File: src/pvrp_regs.svh
// Purpose: Register map, field positions, reset values for the paged vendor registers
// Assumes: APB word addressing, byte address = index * 4
// Notes:   Definitions only
`ifndef PVRP_REGS_SVH
`define PVRP_REGS_SVH

// ==========================================================================
// Register indices (byte address is index * 4)
// ==========================================================================
`define PVRP_IDX_PAGE_SEL        4'h7
`define PVRP_IDX_CONFORMANCE     4'h8
`define PVRP_IDX_ID_RSVD         4'h9
`define PVRP_IDX_OUI_HI          4'ha
`define PVRP_IDX_OUI_MID         4'hb
`define PVRP_IDX_OUI_LO          4'hc
`define PVRP_IDX_PART_HI         4'hd
`define PVRP_IDX_PART_MID        4'he
`define PVRP_IDX_PART_LO         4'hf
`define PVRP_IDX_CTRL_SPEED      4'h8
`define PVRP_IDX_BRIDGE_CFG      4'h9
`define PVRP_IDX_PAGED_FIRST     4'h8

// ==========================================================================
// Page codes and field values
// ==========================================================================
`define PVRP_PAGE_IDENT          3'h1
`define PVRP_PAGE_VENDOR         3'h7
`define PVRP_PAGE_RESET          3'h0
`define PVRP_PAGE_LSB            0
`define PVRP_PAGE_MSB            2
`define PVRP_FIELD_LSB           0
`define PVRP_FIELD_MSB           1
`define PVRP_CONFORMANCE_VAL     8'h01
`define PVRP_SPEED_S100          2'h0
`define PVRP_SPEED_S200          2'h1
`define PVRP_SPEED_S400          2'h2
`define PVRP_SPEED_ILLEGAL       2'h3
`define PVRP_SPEED_RESET         2'h2
`define PVRP_BRIDGE_NONE         2'h0
`define PVRP_BRIDGE_CHANGED      2'h3
`define PVRP_ADDR_W              12

`endif

File: src/pvrp_pkg.sv
// Purpose: Types shared by the paged vendor register bank
// Assumes: Constants live in pvrp_regs.svh
// Notes:   Types only
`default_nettype none

package pvrp_pkg;

    // ======================================================================
    // Self-ID report carried to the packet builder
    // ======================================================================
    typedef struct packed {
        logic [1:0] peerAnnounce;
        logic [1:0] nodeSpeedField;
        logic [1:0] bridgeReport;
    } pvrp_selfid_t;

    // ======================================================================
    // Whole register state of the bank
    // ======================================================================
    typedef struct packed {
        logic [2:0]  pageSel;
        logic [1:0]  ctrlSpeed;
        logic [1:0]  bridgeCap;
        logic [31:0] rdata;
        logic        slverr;
    } pvrp_state_t;

endpackage

`default_nettype wire

File: src/pvrp_vendor_pages.sv
// Purpose: Identification and vendor-dependent register pages behind an APB slave
// Assumes: mclk 50 MHz, rst synchronous active high, zero wait-state APB
// Notes:   Read data is captured in the setup cycle and held through the access
//
// Implementation choice: the APB interface to the registers.
`timescale 1ns/1ps
`default_nettype none
`include "pvrp_regs.svh"

module pvrp_vendor_pages #(
    parameter logic [23:0] MAKER_OUI  = 24'h5a_a5_c3, // Arbitrary value
    parameter logic [23:0] PART_IDENT = 24'h3c_96_0f  // Arbitrary value
) (
    input  wire logic                      mclk,
    input  wire logic                      rst,
    input  wire logic                      psel,
    input  wire logic                      penable,
    input  wire logic                      pwrite,
    input  wire logic [`PVRP_ADDR_W-1:0]   paddr,
    input  wire logic [31:0]               pwdata,
    output logic      [31:0]               prdata,
    output logic                           pready,
    output logic                           pslverr,
    input  wire logic                      bridgeStrap,
    output pvrp_pkg::pvrp_selfid_t         selfIdReport,
    output logic      [2:0]                pageSelect
);

    // ======================================================================
    // Address decode
    // ======================================================================
    logic [3:0]       regIdx;
    logic             addrMapped;
    logic             isPaged;
    logic             setupPhase;
    logic             accessWrite;
    pvrp_pkg::pvrp_state_t stQ;
    pvrp_pkg::pvrp_state_t stD;
    logic [7:0]       readByte;

    assign regIdx      = paddr[5:2];
    assign isPaged     = regIdx >= `PVRP_IDX_PAGED_FIRST;
    assign addrMapped  = (paddr[`PVRP_ADDR_W-1:6] == '0) && (paddr[1:0] == 2'h0)
                         && (isPaged || regIdx == `PVRP_IDX_PAGE_SEL);
    assign setupPhase  = psel && !penable;
    assign accessWrite = psel && penable && pwrite;

    // ======================================================================
    // Read multiplexer
    // ======================================================================
    always_comb begin
        readByte = 8'h00;
        if (regIdx == `PVRP_IDX_PAGE_SEL) begin
            readByte = {5'h00, stQ.pageSel};
        end else if (isPaged && stQ.pageSel == `PVRP_PAGE_IDENT) begin
            case (regIdx)
                `PVRP_IDX_CONFORMANCE: readByte = `PVRP_CONFORMANCE_VAL;
                `PVRP_IDX_OUI_HI:      readByte = MAKER_OUI[23:16];
                `PVRP_IDX_OUI_MID:     readByte = MAKER_OUI[15:8];
                `PVRP_IDX_OUI_LO:      readByte = MAKER_OUI[7:0];
                `PVRP_IDX_PART_HI:     readByte = PART_IDENT[23:16];
                `PVRP_IDX_PART_MID:    readByte = PART_IDENT[15:8];
                `PVRP_IDX_PART_LO:     readByte = PART_IDENT[7:0];
                default:               readByte = 8'h00;
            endcase
        end else if (isPaged && stQ.pageSel == `PVRP_PAGE_VENDOR) begin
            case (regIdx)
                `PVRP_IDX_CTRL_SPEED:  readByte = {6'h00, stQ.ctrlSpeed};
                `PVRP_IDX_BRIDGE_CFG:  readByte = {6'h00, stQ.bridgeCap};
                default:               readByte = 8'h00;
            endcase
        end
    end

    // ======================================================================
    // Next state
    // ======================================================================
    always_comb begin
        stD = stQ;
        if (setupPhase) begin
            stD.rdata  = {24'h000000, readByte};
            stD.slverr = !addrMapped;
        end
        if (accessWrite && addrMapped) begin
            if (regIdx == `PVRP_IDX_PAGE_SEL) begin
                stD.pageSel = pwdata[`PVRP_PAGE_MSB:`PVRP_PAGE_LSB];
            end else if (stQ.pageSel == `PVRP_PAGE_VENDOR) begin
                if (regIdx == `PVRP_IDX_CTRL_SPEED) begin
                    stD.ctrlSpeed = pwdata[`PVRP_FIELD_MSB:`PVRP_FIELD_LSB];
                end else if (regIdx == `PVRP_IDX_BRIDGE_CFG) begin
                    stD.bridgeCap = pwdata[`PVRP_FIELD_MSB:`PVRP_FIELD_LSB];
                end
            end
        end
    end

    // ======================================================================
    // State register; strap is sampled on every edge while reset is held
    // ======================================================================
    always_ff @(posedge mclk) begin
        if (rst) begin
            stQ.pageSel   <= `PVRP_PAGE_RESET;
            stQ.ctrlSpeed <= `PVRP_SPEED_RESET;
            stQ.bridgeCap <= bridgeStrap ? `PVRP_BRIDGE_CHANGED
                                         : `PVRP_BRIDGE_NONE;
            stQ.rdata     <= 32'h00000000;
            stQ.slverr    <= 1'b0;
        end else begin
            stQ <= stD;
        end
    end

    // ======================================================================
    // Outputs
    // ======================================================================
    assign prdata     = stQ.rdata;
    assign pready     = 1'b1;
    assign pslverr    = stQ.slverr && psel && penable;
    assign pageSelect = stQ.pageSel;
    assign selfIdReport.peerAnnounce   = `PVRP_SPEED_S400;
    assign selfIdReport.nodeSpeedField = (stQ.ctrlSpeed == `PVRP_SPEED_ILLEGAL)
                                         ? `PVRP_SPEED_S400 : stQ.ctrlSpeed;
    assign selfIdReport.bridgeReport   = stQ.bridgeCap;

    logic pastRst;
    always_ff @(posedge mclk) begin
        pastRst <= rst;
    end
endmodule // pvrp_vendor_pages

`default_nettype wire

File: config.mk
export PLATFORM = sky130hd
export DESIGN_NAME = pvrp_vendor_pages
export DESIGN_NICKNAME = d
export VERILOG_FILES = /design/src/pvrp_pkg.sv /design/src/pvrp_vendor_pages.sv
export VERILOG_INCLUDE_DIRS = /design/src
export SDC_FILE = /design/constraint.sdc
export NUM_CORES = 1
export LEC_CHECK = 0
export BUFFER_PORTS_ARGS = -buffer_cell sky130_fd_sc_hd__buf_4
export CORE_MARGIN = 2
export CORE_UTILIZATION = 36
export DETAILED_ROUTE_END_ITERATION = 10
export GPL_TIMING_DRIVEN = 0
export PLACE_DENSITY = 0.89
export SYNTH_ARGS = -nofsm -noshare
export SYNTH_HDL_FRONTEND = slang
export SYNTH_SLANG_ARGS = --single-unit
File: constraint.sdc
create_clock -name mclk -period 1.6 [get_ports mclk]
set_input_delay 0.24 -clock mclk [delete_from_list [all_inputs] [get_ports mclk]]
set_output_delay 0.24 -clock mclk [all_outputs]
set_load 0.02 [all_outputs]
# ---- Yosys cells after proc, flatten, opt, wreduce, memory -nomap -nowiden
# Index checks and enable logic that the tools add are counted.
dict set report word_totals {
  regBits 16
  inputBits 50
  output_inout_bits 43
  elab_cells 56
}
dict set report classes {
  n_lt_le_gt_ge 1
  n_eq_ne 14
  n_mux 14
  n_bitwise 1
  n_reduce_logical 21
}
# op count
set op_table {}
lappend op_table {{$pmux W8 S7} 1}
lappend op_table {{$mux W35} 1}
lappend op_table {{$eq A4 B4 Y1 const B} 8}
lappend op_table {{$mux W2} 8}
lappend op_table {{$mux W8} 2}
lappend op_table {{$logic_and A1 B1 Y1} 10}
lappend op_table {{$mux W9} 1}
lappend op_table {{$logic_not A6 Y1} 1}
lappend op_table {{$reduce_bool A2 Y1} 3}
lappend op_table {{$reduce_and A5 Y1} 1}
lappend op_table {{$eq A4 B3 Y1 const B} 1}
lappend op_table {{$ge A4 B4 Y1 const B} 1}
lappend op_table {{$ne A2 B2 Y1 const B} 2}
lappend op_table {{$pmux W2 S2} 1}
lappend op_table {{$reduce_and A4 Y1} 1}
lappend op_table {{$eq A3 B1 Y1 const B} 1}
lappend op_table {{$eq A3 B3 Y1 const B} 1}
lappend op_table {{$eq A2 B2 Y1 const B} 1}
lappend op_table {{$logic_not A1 Y1} 2}
lappend op_table {{$logic_not A2 Y1} 1}
lappend op_table {{$reduce_and A2 Y1} 1}
lappend op_table {{$logic_or A1 B1 Y1} 1}
lappend op_table {{$not A1 Y1} 1}

# ---- Depth between registers and ports, before layout
dict set report logic_depth {
  depth_word 7
  mapped_depth 6
  depth_no_buf 4
}

# ---- Worst setup path before layout
# OpenSTA, ideal clock, no wires.
dict set report synth_path {
  path_kind {reg-to-reg}
  start {register stQ (netlist bit pageSelect[1])}
  end {register stQ[35] (netlist name)}
  setup_time_ps 70
  t_arrival_ps 1490
  required_time_ps 1530
  slack_ps 40
  path_stages_with_launch 5
  path_buffers 0
  period_less_slack_ps 1560
  path_cell_list {dfxtp_1 nand2_1 or4_4 or4_1 a21oi_1}
}
dict set report synth_between {
  elab_chain_len 2
}
# item line_no
set synth_lines {}
lappend synth_lines {{from (decl)} pvrp_vendor_pages.sv:37} ;# pvrp_pkg::pvrp_state_t stQ;
lappend synth_lines {{from (signal assigned)} pvrp_vendor_pages.sv:109} ;# stQ <= stD;
lappend synth_lines {{$eq A3 B3 Y1 (no line)} n/a}
lappend synth_lines {{$reduce_and A4 Y1 (no line)} n/a}
# Every way passes these cells.
# A chain may end at the register's enable or synchronous reset.

# ---- Final worst setup path
dict set report layout_path {
  start {register stQ (netlist bit pageSelect[2])}
  end {register stQ[35] (netlist name)}
}
# Same word-level chain as after synthesis.

==> key figures <==
Run status
  • Status: completed

STA
  • Final Setup Violations: 0
  • RSZ-0062 raised after global routing: yes
  • Min Tclk post-route: 1.59 ns
  • Setup TNS: 0 ns
  • Final slew viol count: 0
  • Skew final: 0.00709 ns
  • Count of final hold-check violations: 0
  • Slew at the pin closest to its max-slew limit: 0.642 ns
  • Worst hold slack: 0.142 ns
  • Rel. slew slack: 0.569
  • Post-route clock period utilization: 0.996
  • Max Freq: 627 MHz

Synth
  • Yosys top cell area share: 0.257
  • Synth top area cells: buf_4 26%, dfxtp_1 23%, edfxtp_1 5.0%
  • Synth Flop Type: dfxtp_1
  • Post-Syn Area: 1200 µm²
  • Post-synth EDFFs: 2
  • Asr flop ratio synth: 0
  • Post-synthesis sequential area ratio: 0.284
  • Seq cells post-synth: 16
  • Syn_area_per_cell: 8.22 µm²
  • Area leader, netlist: buf_4
  • Gate Count Post-Synth: 146
  • Yosys cell types: 40
  • YS warnings: 0

Global routing
  • Largest net degree at the start of global routing: 11
  • GRT Total Usage: 0.141
  • Vias in the first global route: 910
  • First-pass GRT wire length: 3910 µm
  • Overflow after GRT: 0
  • Antenna violations before repair: 0

Clock network
  • CTS buffer count: 3
  • Clock tree sinks: 16
  • CTS tree: done
  • Hold Buf Count CTS: 0
  • Clk_lat worst skew: 0.29 ns
  • Clk slew on worst S/H paths: 0.10 ns
  • CTS max path bufs: 2
  • H-tree Lvls: 1
  • Clock root cell: clkbuf_4

Detailed routing
  • Final wirelength: 2540 µm
  • Vias after detailed routing: 1120
  • WL/cell: 9.97 µm
  • TritonRoute pass-1 iters: 4
  • Via density per instance: 4.39
  • Iter 0 DRT Violations: 23
  • Final ANT Viol Nets: 0
  • # DRC: 0

Die
  • Die ar.: 3810 µm²
  • Starting Density: 0.387
  • Std-Cell Core Area: 3100 µm²
  • Die Ht: 61.7 µm
  • Horiz. Die Dim: 61.7 µm
  • Rows: 20
  • Io pins: 93

Power and ir drop
  • Worst VDD drop: 0.000311 V
  • Pwr/cell area: 546 nW/µm²
  • Leakage power: 0.798 nW

Placement
  • PortBufs: 33
  • RePlAce Congestion: 0.868
  • Final HPWL DP: 2050 µm

Final layout
  • Layout cells sized above 1: 0.445
  • Area Overhead vs Synth: 38.1%
  • Fin nets: 262
  • Commonest cells after routing, fill and taps aside: 77 x buf_4, 27 x conb_1, 11 x dfxtp_1, 10 x o21ai_0, 8 x a21oi_1
  • Antenna fix cells: 0
  • Commonest non-fill, non-tap cell in the layout: buf_4

Critical path
  • Most used cell, CP: or4_4
  • Arr. time, crit path: 1.82 ns
  • Critical path launch point type: flop
  • Cell Chain, Critical Path: nand2_1 > or4_4 > or4_4 > a21oi_2
  • Crit-path slowest cell: or4_4
  • Kind of end point of the critical path: flop
  • Worst EP required: 1.83 ns
  • CP top delay family: simple AND/OR/NAND/NOR gates
  • Critical path class: flop to flop
  • Max stage delay on crit path: 0.50 ns
  • Crit path buffers/inverters: 0
  • Crit-path max FO: 3

Min path
  • Hold/Removal Path Class: input port to flop

Run
  • Max cap viols: 0
path summary, 6_finish.rpt:
kind                         startpoint                      to  slack [ns]  cells after the start
max reg2reg  pageSelect[2]$_SDFFE_PP0P_    stQ[35]$_SDFFE_PP0P_       0.006                      4
min reg2reg      prdata[1]$_SDFFE_PP0P_  prdata[1]$_SDFFE_PP0P_        0.49                      2
min                                 rst     stQ[0]$_SDFFE_PP0P_        0.14                      2
max          pageSelect[2]$_SDFFE_PP0P_    stQ[35]$_SDFFE_PP0P_       0.006                      4
Yosys cell counts (all sizes together) (2+ instances only):
cell type and instances:
or4 2, a21oi 9, nor3 2, o31ai 2
and3 2, nor2b 3, clkbuf 2, nor2 7
a22oi 4, buf 44, inv 4, nor4 4
nand2 7, a211oi 2, edfxtp 2, conb 2
dfxtp 14, mux2 2, nand3 5, o21ai 11
nand2b 2
sequential cells by signal (all words and copies together), names as in the netlist:
register / flops
pageSelect: 3
prdata: 8
selfIdReport: 2
stQ: 3
cell type report:
class	instances	area [µm²]
Clock buffer	4	26.3
Sequential cell	16	344
Fill cell	316	1450
Multi-Input combinational cell	104	588
Timing Repair Buffer	36	270
Buffer	47	358
Inverter	4	15.0
Tap cell	44	55.1
metrics by stage:
| step | util | std cells | worst slack [ns] | power [mW] | area, µm² |
|---|---|---|---|---|---|
| final | 0.534 | 255 | 0.00634 | 0.904 | 1660 |
| after detailed placement | 0.515 | 248 | -0.0755 | 0.683 | 1600 |
| after floorplan | - | 171 | 0.0404 | 0.618 | 1290 |
| after global routing | 0.534 | 255 | -0.107 | 0.957 | 1660 |
| after CTS | 0.529 | 254 | 0.000940 | 0.911 | 1640 |
| after global placement | 0.515 | 248 | -0.0290 | 0.679 | 1600 |
logic make-up (layout without fill, tap and decap cells):
kind of cell / after synthesis / count (layout) / share of synthesized area
and+or+nand+nor: 40 / 40 / 0.196
xor gates and xnor gates: 1 / 1 / 0.00730
DFF: 16 / 16 / 0.284
other: 2 / 27 / 0.00626
muxes: 3 / 3 / 0.0271
AOI/OAI and AO/OA: 33 / 33 / 0.169
buffers and inverters: 51 / 91 / 0.311
where the power goes:
| part | leakage [nW] | internal [mW] | switching, mW |
|---|---|---|---|
| Sequential | 0.134 | 0.416 | 0.00473 |
| Combinational | 0.648 | 0.120 | 0.136 |
| Clock | 0.0150 | 0.0970 | 0.131 |
| Total | 0.798 | 0.633 | 0.271 |
layer usage:
layer | global-route usage | wire length [µm] | part of all wire | up-vias
li1 | - | - | - | 577
met1 | 0.175 | 1090 | 0.43 | 490
met2 | 0.230 | 1230 | 0.48 | 49
met3 | 0.0290 | 170 | 0.067 | 4
met4 | 0.0729 | 51 | 0.020 | 0
met5 | 0 | 0 | 0 | -
repair_timing:
| item | 4_1_cts | 5_1_grt |
|---|---|---|
| pin swaps | 0 | 1 |
| gates cloned | 0 | 0 |
| setup buffers | 2 | 1 |
| resized for setup | 3 | 2 |
| endpoints found under the setup margin | 1 | 4 |
(Power assumes the default switching activity.)
